**src/wdol_pkg.sv**
```systemverilog
// constants and types for the watchdog with option latches
package wdol_pkg;

  // ****************************************************************
  // register indices (byte address is four times the index)
  // ****************************************************************
  localparam logic [15:0] IDX_OPT_TWO = 16'h001E;
  localparam logic [15:0] IDX_OPT_ONE = 16'h001F;
  localparam logic [15:0] IDX_CAUSE   = 16'h0020;
  localparam logic [15:0] IDX_CLEAR   = 16'hFFFF;

  // ****************************************************************
  // option latch fields and reset values
  // ****************************************************************
  localparam int B_OSC_RUN   = 0;
  localparam int B_SER_SRC   = 1;
  localparam int B_WDOG_DIS  = 0;
  localparam int B_STOP_EN   = 1;
  localparam int B_SHORT_REC = 2;
  localparam int B_LVD_MODE  = 3;
  localparam int B_LVD_PWRD  = 4;
  localparam int B_LVD_RSTD  = 5;
  localparam int B_LVD_STOP  = 6;
  localparam int B_WDOG_RATE = 7;
  localparam int B_CAUSE_WD  = 0;
  localparam logic [7:0] OPT_RST      = 8'h00;
  localparam logic [7:0] OPT_TWO_MASK = 8'h03;

  // ****************************************************************
  // timing, in reference clock cycles
  // ****************************************************************
  localparam logic [11:0] PRE_TERM      = 12'hFF0;
  localparam logic [11:0] PRE_WRAP      = 12'hFFF;
  localparam logic [11:0] PRE_KEEP      = 12'h00F;
  localparam logic [5:0]  CNT_SLOW_TERM = 6'h3F;
  localparam logic [5:0]  CNT_FAST_TERM = 6'h01;
  localparam logic [12:0] REC_SHORT     = 13'h0020;
  localparam logic [12:0] REC_LONG      = 13'h1000;
  localparam logic [5:0]  RST_PIN_TICKS = 6'h20;
  localparam logic [12:0] POR_CLR_TICKS = 13'h1000;

  // ****************************************************************
  // synchroniser lanes
  // ****************************************************************
  localparam int SYNC_W    = 4;
  localparam int SY_XCLK   = 0;
  localparam int SY_HV_IRQ = 1;
  localparam int SY_HV_RST = 2;
  localparam int SY_LVD    = 3;

  typedef struct packed {
    logic osc_run_in_stop;
    logic serial_clock_source_sel;
    logic watchdog_rate_sel;
    logic lvd_stop_enable;
    logic lvd_reset_disable;
    logic lvd_power_disable;
    logic lvd_voltage_mode;
    logic short_stop_recovery;
    logic stop_enable;
    logic watchdog_disable;
  } wdol_cfg_t;

  typedef struct packed {
    logic        ack;
    logic [7:0]  rdata;
    logic [7:0]  opt_one;
    logic [7:0]  opt_two;
    logic        wr_one;
    logic        wr_two;
    logic        xclk_q;
    logic [11:0] pre;
    logic [5:0]  cnt;
    logic [12:0] rec_cnt;
    logic        ill_op;
    logic        stop_ok;
    logic        wd_fire;
  } wdol_state_t;

  typedef struct packed {
    logic        lvd_mode;
    logic        lvd_wr;
    logic        blank_dis;
    logic [12:0] por_cnt;
    logic        por_pend;
    logic        cause_wd;
    logic [5:0]  drv_cnt;
  } wdol_por_t;

  typedef struct packed {
    logic [SYNC_W-1:0] s1;
    logic [SYNC_W-1:0] s2;
  } wdol_sync_t;

endpackage

```
**src/wdol_top.sv**
```systemverilog
// watchdog with write-once option latches, avalon-mm register slave
// Contract
// RULE1 - option latches take first write per reset
// RULE2 - reset zeroes every latch bit but voltage mode
// RULE3 - voltage mode: power-on clear, once per power-on
// RULE4 - latches at 0x1E/0x1F, always readable
// RULE5 - oscillator runs in stop when bit set
// RULE6 - serial clock: one bus, zero oscillator
// RULE7 - rate bit: 8176 or 262128 cycles
// RULE8 - detector in stop only if enabled, powered
// RULE9 - reset-disable blocks resets, power-disable kills detector
// RULE10 - stop recovery hold 32 or 4096 cycles
// RULE11 - pin exit from stop always long
// RULE12 - stop disabled means illegal opcode reset
// RULE13 - disable bit stops watchdog resets
// RULE14 - 12-bit prescaler, 6-bit counter, overflow resets
// RULE15 - clear write zeroes counter, prescaler stages 12-5
// RULE16 - clear location reads reset vector low
// RULE17 - watchdog reset drives pin 32 cycles, sets cause
// RULE18 - stop removes clock, clears prescaler
// RULE19 - power-on clears prescaler after 4096 cycles
// RULE20 - internal reset, vector fetch clear counters; vector fetch clears only the prescaler here
// RULE21 - monitor test voltage or blank entry disables
// RULE22 - watchdog counts on in wait mode
// RULE23 - test voltage flag synchronised before use
`timescale 1ns/10ps
`default_nettype none
module wdol_top (
  input  wire logic               i_core_clk,
  input  wire logic               i_rst_b,
  input  wire logic               i_por_b,
  input  wire logic [17:0]        i_avs_address,
  input  wire logic               i_avs_read,
  input  wire logic               i_avs_write,
  input  wire logic [31:0]        i_avs_writedata,
  input  wire logic [3:0]         i_avs_byteenable,
  output logic      [31:0]        o_avs_readdata,
  output logic                    o_avs_waitrequest,
  input  wire logic               i_crystal_ref_clock,
  input  wire logic               i_test_hv_irq,
  input  wire logic               i_test_hv_rst,
  input  wire logic               i_lvd_trip,
  input  wire logic [7:0]         i_reset_vector_lo,
  input  wire logic               i_stop_instr,
  input  wire logic               i_stop_mode,
  input  wire logic               i_stop_exit,
  input  wire logic               i_stop_exit_pin,
  input  wire logic               i_vector_fetch,
  input  wire logic               i_internal_reset,
  input  wire logic               i_monitor_mode,
  input  wire logic               i_break_state,
  input  wire logic               i_blank_vectors,
  output wdol_pkg::wdol_cfg_t     o_cfg,
  output logic                    o_osc_enable,
  output logic                    o_serial_clk_is_bus,
  output logic                    o_lvd_power_on,
  output logic                    o_lvd_reset_req,
  output logic                    o_cpu_hold,
  output logic                    o_stop_accept,
  output logic                    o_illegal_op_reset,
  output logic                    o_wdog_reset,
  output logic                    o_rst_pin_out,
  output logic                    o_rst_pin_oe_b
);
  wdol_pkg::wdol_state_t   st_r;
  wdol_pkg::wdol_state_t   st_nxt;
  wdol_pkg::wdol_por_t     por_r;
  wdol_pkg::wdol_por_t     por_nxt;
  logic [wdol_pkg::SYNC_W-1:0] sy;
  logic [15:0]             idx;
  logic                    req;
  logic                    acc_wr;
  logic                    acc_rd;
  logic                    tick;
  logic                    hv_irq;
  logic                    hv_rst;
  logic                    wd_active;
  logic                    por_pre_clr;
  logic [5:0]              cnt_term;
  logic                    wd_expire;

  function automatic logic hit(input logic [15:0] a, input logic [15:0] r);
    hit = (a == r);
  endfunction

  // ****************************************************************
  // pin synchronisers
  // ****************************************************************
  wdol_sync u_sync (
    .i_core_clk (i_core_clk),
    .i_rst_b    (i_rst_b),
    .i_async    ({i_lvd_trip, i_test_hv_rst, i_test_hv_irq, i_crystal_ref_clock}),
    .o_sync     (sy)
  );

  // ****************************************************************
  // decode and watchdog enable
  // ****************************************************************
  // reference clock sampled; it must run well below half the core rate
  assign tick   = sy[wdol_pkg::SY_XCLK] & ~st_r.xclk_q;
  assign hv_irq = sy[wdol_pkg::SY_HV_IRQ]; // [RULE23]
  assign hv_rst = sy[wdol_pkg::SY_HV_RST]; // [RULE23]
  assign idx    = i_avs_address[17:2];
  assign req    = i_avs_read | i_avs_write;
  assign acc_wr = st_r.ack & i_avs_write & i_avs_byteenable[0];
  assign acc_rd = st_r.ack & i_avs_read;
  // wait mode is not an input: counting never depends on it [RULE22]
  assign wd_active = ~st_r.opt_one[wdol_pkg::B_WDOG_DIS] // [RULE13]
                   & ~(i_monitor_mode & (hv_irq | hv_rst)) // [RULE21]
                   & ~(i_break_state & hv_rst)
                   & ~por_r.blank_dis; // [RULE21]
  assign cnt_term  = st_r.opt_one[wdol_pkg::B_WDOG_RATE] ? wdol_pkg::CNT_FAST_TERM
                                                         : wdol_pkg::CNT_SLOW_TERM; // [RULE7]
  assign wd_expire = tick & ~i_stop_mode & (st_r.pre == wdol_pkg::PRE_TERM)
                   & (st_r.cnt == cnt_term); // [RULE14]
  assign por_pre_clr = por_r.por_pend & tick
                     & (por_r.por_cnt == (wdol_pkg::POR_CLR_TICKS - 13'h0001)); // [RULE19]

  // ****************************************************************
  // main next state
  // ****************************************************************
  always_comb begin
    st_nxt        = st_r;
    st_nxt.xclk_q = sy[wdol_pkg::SY_XCLK];
    // one wait state on every access
    st_nxt.ack    = req & ~st_r.ack;
    if (req & ~st_r.ack) begin
      st_nxt.rdata = 8'h00;
      if (hit(idx, wdol_pkg::IDX_OPT_ONE)) begin
        st_nxt.rdata = st_r.opt_one; // [RULE4]
        st_nxt.rdata[wdol_pkg::B_LVD_MODE] = por_r.lvd_mode;
      end else if (hit(idx, wdol_pkg::IDX_OPT_TWO)) begin
        st_nxt.rdata = st_r.opt_two; // [RULE4]
      end else if (hit(idx, wdol_pkg::IDX_CAUSE)) begin
        st_nxt.rdata[wdol_pkg::B_CAUSE_WD] = por_r.cause_wd;
      end else if (hit(idx, wdol_pkg::IDX_CLEAR)) begin
        st_nxt.rdata = i_reset_vector_lo; // [RULE16]
      end
    end
    if (acc_wr & hit(idx, wdol_pkg::IDX_OPT_ONE) & ~st_r.wr_one) begin
      st_nxt.opt_one = i_avs_writedata[7:0]; // [RULE1]
      st_nxt.opt_one[wdol_pkg::B_LVD_MODE] = 1'b0;
      st_nxt.wr_one  = 1'b1; // [RULE1]
    end
    if (acc_wr & hit(idx, wdol_pkg::IDX_OPT_TWO) & ~st_r.wr_two) begin
      st_nxt.opt_two = i_avs_writedata[7:0] & wdol_pkg::OPT_TWO_MASK; // [RULE1]
      st_nxt.wr_two  = 1'b1;
    end
    // prescaler and counter; no ticks reach them in stop [RULE18]
    if (tick & ~i_stop_mode) begin
      st_nxt.pre = st_r.pre + 12'h001; // [RULE14]
      if (st_r.pre == wdol_pkg::PRE_WRAP) begin
        st_nxt.cnt = st_r.cnt + 6'h01;
      end
    end
    if (i_stop_instr | i_vector_fetch | por_pre_clr) begin
      st_nxt.pre = 12'h000; // [RULE18] [RULE20] [RULE19]
    end
    if (acc_wr & hit(idx, wdol_pkg::IDX_CLEAR)) begin
      st_nxt.cnt = 6'h00; // [RULE15]
      st_nxt.pre = st_r.pre & wdol_pkg::PRE_KEEP; // [RULE15]
    end
    st_nxt.wd_fire = wd_active & wd_expire; // [RULE14] [RULE13]
    if (i_internal_reset | st_r.wd_fire) begin
      st_nxt.pre = 12'h000; // [RULE20]
      st_nxt.cnt = 6'h00;
    end
    // stop recovery hold
    if (i_stop_exit) begin
      st_nxt.rec_cnt = (st_r.opt_one[wdol_pkg::B_SHORT_REC] & ~i_stop_exit_pin)
                     ? wdol_pkg::REC_SHORT : wdol_pkg::REC_LONG; // [RULE10] [RULE11]
    end else if (tick & (st_r.rec_cnt != 13'h0000)) begin
      st_nxt.rec_cnt = st_r.rec_cnt - 13'h0001; // [RULE10]
    end
    st_nxt.ill_op  = i_stop_instr & ~st_r.opt_one[wdol_pkg::B_STOP_EN]; // [RULE12]
    st_nxt.stop_ok = i_stop_instr & st_r.opt_one[wdol_pkg::B_STOP_EN]; // [RULE12]
  end

  always_ff @(posedge i_core_clk or negedge i_rst_b) begin
    if (!i_rst_b) begin
      st_r         <= '0; // [RULE2] [RULE20]
      st_r.opt_one <= wdol_pkg::OPT_RST; // [RULE2]
      st_r.opt_two <= wdol_pkg::OPT_RST;
    end else begin
      st_r <= st_nxt;
    end
  end

  // ****************************************************************
  // power-on domain: survives every reset but power-on
  // ****************************************************************
  always_comb begin
    por_nxt = por_r;
    if (acc_wr & hit(idx, wdol_pkg::IDX_OPT_ONE) & ~por_r.lvd_wr) begin
      por_nxt.lvd_mode = i_avs_writedata[wdol_pkg::B_LVD_MODE]; // [RULE3]
      por_nxt.lvd_wr   = 1'b1; // [RULE3]
    end
    if (i_monitor_mode & i_blank_vectors & ~hv_irq) begin
      por_nxt.blank_dis = 1'b1; // [RULE21]
    end
    if (por_r.por_pend & tick) begin
      por_nxt.por_cnt = por_r.por_cnt + 13'h0001;
      if (por_pre_clr) begin
        por_nxt.por_pend = 1'b0;
      end
    end
    // a watchdog event in the read cycle is kept
    por_nxt.cause_wd = (por_r.cause_wd & ~(acc_rd & hit(idx, wdol_pkg::IDX_CAUSE)))
                     | st_r.wd_fire; // [RULE17]
    if (st_r.wd_fire) begin
      por_nxt.drv_cnt = wdol_pkg::RST_PIN_TICKS; // [RULE17]
    end else if (tick & (por_r.drv_cnt != 6'h00)) begin
      por_nxt.drv_cnt = por_r.drv_cnt - 6'h01;
    end
  end

  // pin drive lives here so the reset it causes cannot cut it short
  always_ff @(posedge i_core_clk or negedge i_por_b) begin
    if (!i_por_b) begin
      por_r          <= '0; // [RULE3]
      por_r.por_pend <= 1'b1;
    end else begin
      por_r <= por_nxt;
    end
  end

  // ****************************************************************
  // outputs
  // ****************************************************************
  assign o_avs_waitrequest = req & ~st_r.ack;
  assign o_avs_readdata    = {24'h000000, st_r.rdata};
  always_comb begin
    o_cfg.osc_run_in_stop         = st_r.opt_two[wdol_pkg::B_OSC_RUN];
    o_cfg.serial_clock_source_sel = st_r.opt_two[wdol_pkg::B_SER_SRC];
    o_cfg.watchdog_rate_sel       = st_r.opt_one[wdol_pkg::B_WDOG_RATE];
    o_cfg.lvd_stop_enable         = st_r.opt_one[wdol_pkg::B_LVD_STOP];
    o_cfg.lvd_reset_disable       = st_r.opt_one[wdol_pkg::B_LVD_RSTD];
    o_cfg.lvd_power_disable       = st_r.opt_one[wdol_pkg::B_LVD_PWRD];
    o_cfg.lvd_voltage_mode        = por_r.lvd_mode; // [RULE3]
    o_cfg.short_stop_recovery     = st_r.opt_one[wdol_pkg::B_SHORT_REC];
    o_cfg.stop_enable             = st_r.opt_one[wdol_pkg::B_STOP_EN];
    o_cfg.watchdog_disable        = st_r.opt_one[wdol_pkg::B_WDOG_DIS];
  end
  assign o_osc_enable   = ~i_stop_mode | st_r.opt_two[wdol_pkg::B_OSC_RUN]; // [RULE5]
  // select only; the clock mux itself sits in the serial block
  assign o_serial_clk_is_bus = st_r.opt_two[wdol_pkg::B_SER_SRC]; // [RULE6]
  assign o_lvd_power_on = ~st_r.opt_one[wdol_pkg::B_LVD_PWRD]
                        & (~i_stop_mode | st_r.opt_one[wdol_pkg::B_LVD_STOP]); // [RULE8] [RULE9]
  assign o_lvd_reset_req = sy[wdol_pkg::SY_LVD] & ~st_r.opt_one[wdol_pkg::B_LVD_RSTD]
                         & ~st_r.opt_one[wdol_pkg::B_LVD_PWRD]; // [RULE9]
  assign o_cpu_hold         = (st_r.rec_cnt != 13'h0000); // [RULE10]
  assign o_stop_accept      = st_r.stop_ok;
  assign o_illegal_op_reset = st_r.ill_op; // [RULE12]
  assign o_wdog_reset       = st_r.wd_fire; // [RULE14]
  assign o_rst_pin_out      = 1'b0;
  assign o_rst_pin_oe_b     = (por_r.drv_cnt == 6'h00); // [RULE17]
endmodule // wdol_top
`default_nettype wire

```
**src/wdol_sync.sv**
```systemverilog
// two flip-flop synchroniser for the pin inputs
`timescale 1ns/10ps
`default_nettype none
module wdol_sync (
  input  wire logic                      i_core_clk,
  input  wire logic                      i_rst_b,
  input  wire logic [wdol_pkg::SYNC_W-1:0] i_async,
  output logic      [wdol_pkg::SYNC_W-1:0] o_sync
);
  wdol_pkg::wdol_sync_t st_r;
  wdol_pkg::wdol_sync_t st_nxt;

  // first stage feeds only the second stage
  always_comb begin
    st_nxt    = st_r;
    st_nxt.s1 = i_async;
    st_nxt.s2 = st_r.s1;
  end

  always_ff @(posedge i_core_clk or negedge i_rst_b) begin
    if (!i_rst_b) begin
      st_r <= '0;
    end else begin
      st_r <= st_nxt;
    end
  end

  assign o_sync = st_r.s2;
endmodule // wdol_sync
`default_nettype wire

```
**config.mk**
```make
export PLATFORM = sky130hd
export DESIGN_NAME = wdol_top
export DESIGN_NICKNAME = d
export VERILOG_FILES = /design/src/wdol_pkg.sv /design/src/wdol_top.sv /design/src/wdol_sync.sv
export SDC_FILE = /design/constraint.sdc
export NUM_CORES = 1
export LEC_CHECK = 0
export BUFFER_PORTS_ARGS = -buffer_cell sky130_fd_sc_hd__clkbuf_2
export CAP_MARGIN = 20
export CORE_UTILIZATION = 50
export DETAILED_ROUTE_END_ITERATION = 8
export PLACE_DENSITY = 0.83
export SLEW_MARGIN = 20
export SYNTH_ARGS = -nofsm -noshare
export SYNTH_HDL_FRONTEND = slang
export SYNTH_SLANG_ARGS = --single-unit
```
**constraint.sdc**
```tcl
create_clock -name i_core_clk -period 3.35 [get_ports i_core_clk]
set_clock_uncertainty 0.05 [all_clocks]
set_input_delay 0.335 -clock i_core_clk [delete_from_list [all_inputs] [get_ports i_core_clk]]
set_output_delay 0.335 -clock i_core_clk [all_outputs]
set_load 0.005 [all_outputs]
```
==> results.py <==
metrics = {
    "timing": {
        "tightestPinTransition_ps": 774,
        "fin_crit_ps": 2290,
        "rsz0062_at_grt": "no",
        "setup_ws_ps": 1060,
        "hold_violations": 0,
        "drv_slew": 0,
        "max_freq_mhz": 436,
        "post-route-period-util_pct": 68.5,
        "finalSetupViolCount": 0,
        "fin_tns_setup_ps": 0,
        "maxSlewHeadroom_pct": 48.4,
    },
    "synthesis": {
        "syn_area_per_cell_sq_um": 10.5,
        "netlist_instances": 422,
        "yosys.area.top_type_share_pct": 48.6,
        "synth_edf_count": 0,
        "ys.flop_type": "dfrtp_1",
        "seq_area_frac_synth_pct": 49.2,
        "ys_ff_latch": 87,
        "synthDistinctLibCells": 53,
        "syn-cell-area_sq_um": 4420,
        "async_reset_ff_share_pct": 100,
        "yosysWarningCount": 0,
        "synth_area_leaders": "dfrtp_1 49%, buf_4 7.3%, nor2_1 4.8%, xnor2_1 4.4%, xor2_1 4.2%",
        "yosysTopAreaCell": "dfrtp_1",
    },
    "route": {
        "drt_first_pass_iters": 4,
        "drt_iter0_drc": 134,
        "vias": 3194,
        "drc_errors": 0,
        "routed_wl_mm": 8.56,
        "routedWlPerCell_um": 14.3,
        "antenna_left": 0,
        "vias_per_cell": 5.34,
    },
    "placement": {
        "io_buffers": 78,
        "post-dp-hpwl_mm": 6.31,
        "place_ws_ps": 848,
        "gp_congestion": 0.839,
        "placed_area_sq_um": 4700,
    },
    "clock_network": {
        "cts_tree": "yes",
        "cts_root_buf": "clkbuf_8",
        "hold_buffers": 1,
        "clk_pin_slew_ps": 100,
        "clock_sinks": 87,
        "post_cts_buffers": 0,
        "cts_resized": 0,
        "clk_latency_ps": 360,
        "cts_max_level": 3,
        "clockBufferDepth": 2,
        "cts_inserted_buffers": 9,
    },
    "floorplanning": {
        "core-area_sq_um": 8380,
        "rows": 33,
        "start_util_pct": 52.8,
        "die_area_sq_um": 9230,
        "die_y_um": 96.1,
        "die_w_um": 96.1,
        "io_pins": 133,
    },
    "finish": {
        "multi_input_area_sq_um": 1920,
        "nets": 576,
        "register_area_sq_um": 2180,
        "layout_common_cells": "86 x dfrtp_1, 78 x clkbuf_2, 57 x nor2_1",
        "diodes": 0,
        "design_area_sq_um": 4920,
        "drive_gt1_share_pct": 25.4,
        "n_fill_cell": 697,
        "syn2layout_area_growth_pct": 11.1,
        "mostFrequentLayoutCell": "dfrtp_1",
    },
    "global_routing": {
        "grt_pass1_vias": 3006,
        "grt_pass1_wl_mm": 13.9,
        "antenna_found_initial": 0,
        "grt_util_met2_pct": 32.0,
        "busiest_layer": "met2",
        "grt_max_degree": 64,
        "grt_use_met1_pct": 26.4,
        "grtUsageMet3_pct": 5.21,
        "overflow": 0,
        "grt.total_usage_pct": 20.1,
    },
    "worst_setup_path": {
        "critPathArrivalTime_ps": 2550,
        "crit_path_start": "por_r[8]",
        "critPathCapture": "st_r[22]",
        "critPathLaunchType": "flop",
        "rrSetupSlack_ps": 1060,
        "reg2reg_to": "st_r[22]",
        "r2r_cells": 6,
        "worstPathCellList": "ha_1 > nand4b_1 > nor4_1 > or4b_2 > a211oi_1 > mux2_2",
        "crit_path_top_delay_cell": "or4b_2",
        "critPathMaxStageDelay_ps": 630,
        "crit_path_end_kind": "flop",
        "rr_startpoint": "por_r[8]",
        "path_max_fanout": 4,
        "required_ps": 3610,
        "crit_type": "flop to flop",
    },
    "pwr": {
        "power_uw": 2100,
        "pwr-share-clk_pct": 35.7,
        "worst_ir_drop_vdd_v": 0.000262,
        "p_leak_uw": 0.00231,
        "p_int_uw": 1540,
        "power_frac_comb_pct": 10.8,
        "p_switching_uw": 558,
        "netSwitchingFraction_pct": 26.6,
        "pwr_density_cell_nw_per_um2": 427,
        "pwr-share-seq_pct": 53.5,
    },
    "run_status": {
        "status": "finished clean",
    },
    "min_path": {
        "hp-class": "input pin to flop",
        "min_from": "i_test_hv_irq",
        "hold_depth": 1,
    },
    "flow_run": {
        "timing.max_cap.violations": 0,
    },
}
## logic make-up (layout without fill, tap and decap cells)
group	Yosys count	in the layout	share of synthesized area, %
and+or+nand+nor	164	164	20.9
DFF	87	87	49.2
buffers and inverters	67	114	9.45
xor gates and xnor gates	43	43	8.51
AOI/OAI and AO/OA	37	37	5.80
muxes	15	15	3.76
adders and majority gates	8	8	2.26
other	1	25	0.0848
## area by class of cell
class                           instances  area share [%]
Sequential cell                        87            44.3
Clock inverter                          7            1.58
Tap cell                              105            2.67
Inverter                               15            1.15
Clock buffer                            9            2.52
Timing Repair Buffer                   83            8.76
Multi-Input combinational cell        292            39.0
## worst min path at each step
stage and to:
2_1_floorplan o_avs_readdata[0], 4_1_cts u_sync.st_nxt[1], 5_1_grt u_sync.st_nxt[0], 3_5_place_dp u_sync.o_sync[3], 6_report u_sync.st_nxt[1], 3_3_place_gp u_sync.o_sync[3]
## critical path, delay by kind of cell (launching register included)
family,cells,cell delay (ps)
simple gates,3,890
flops,1,410
mux,1,240
compound gates,1,450
fa+ha+maj,1,210
## registers in the layout, summed over array words and instances, names as in the netlist
register and flops:
u_sync.st_nxt 4, st_r 35, o_wdog_reset 1, o_cfg 10, o_stop_accept 1, o_illegal_op_reset 1
u_sync.o_sync 4, por_r 23, o_avs_readdata 8
## per-stage QoR
step | cells | util, % | hold slack (ps)
after floorplan | 446 | - | -10.6
after global placement | 581 | 56.1 | 282
after detailed placement | 581 | 56.1 | 290
after CTS | 598 | 58.7 | 7.31
after global routing | 598 | 58.7 | 4.64
final | 598 | 58.7 | 29.2
## cell usage after synthesis (5+ instances only)
library cell / number
xnor2_1: 22
nand4_1: 16
nand3b_1: 5
nand2b_1: 6
nor4_1: 6
inv_1: 15
nand2_1: 13
nor2_1: 57
buf_4: 43
xor2_1: 21
a21oi_1: 9
nor3_1: 12
clkbuf_1: 5
dfrtp_1: 86
ha_1: 8
a22oi_1: 6
nand3_1: 15
mux2_2: 13
## routing by layer
| metal | vias up | part of all wire (%) |
|---|---|---|
| met3 | 12 | 5.3 |
| li1 | 1532 | - |
| met5 | - | 0 |
| met2 | 105 | 51 |
| met1 | 1545 | 43 |
| met4 | 0 | 1.4 |
## power by group through the flow
stage               sequential (uW)  combinational [uW]  clock, uW
floorplan                      1130                 170          0
global placement               1140                 222          0
detailed placement             1140                 227          0
CTS                            1120                 229        764
global route                   1130                 263        808
finish                         1120                 227        749
(Power assumes the default switching activity.)
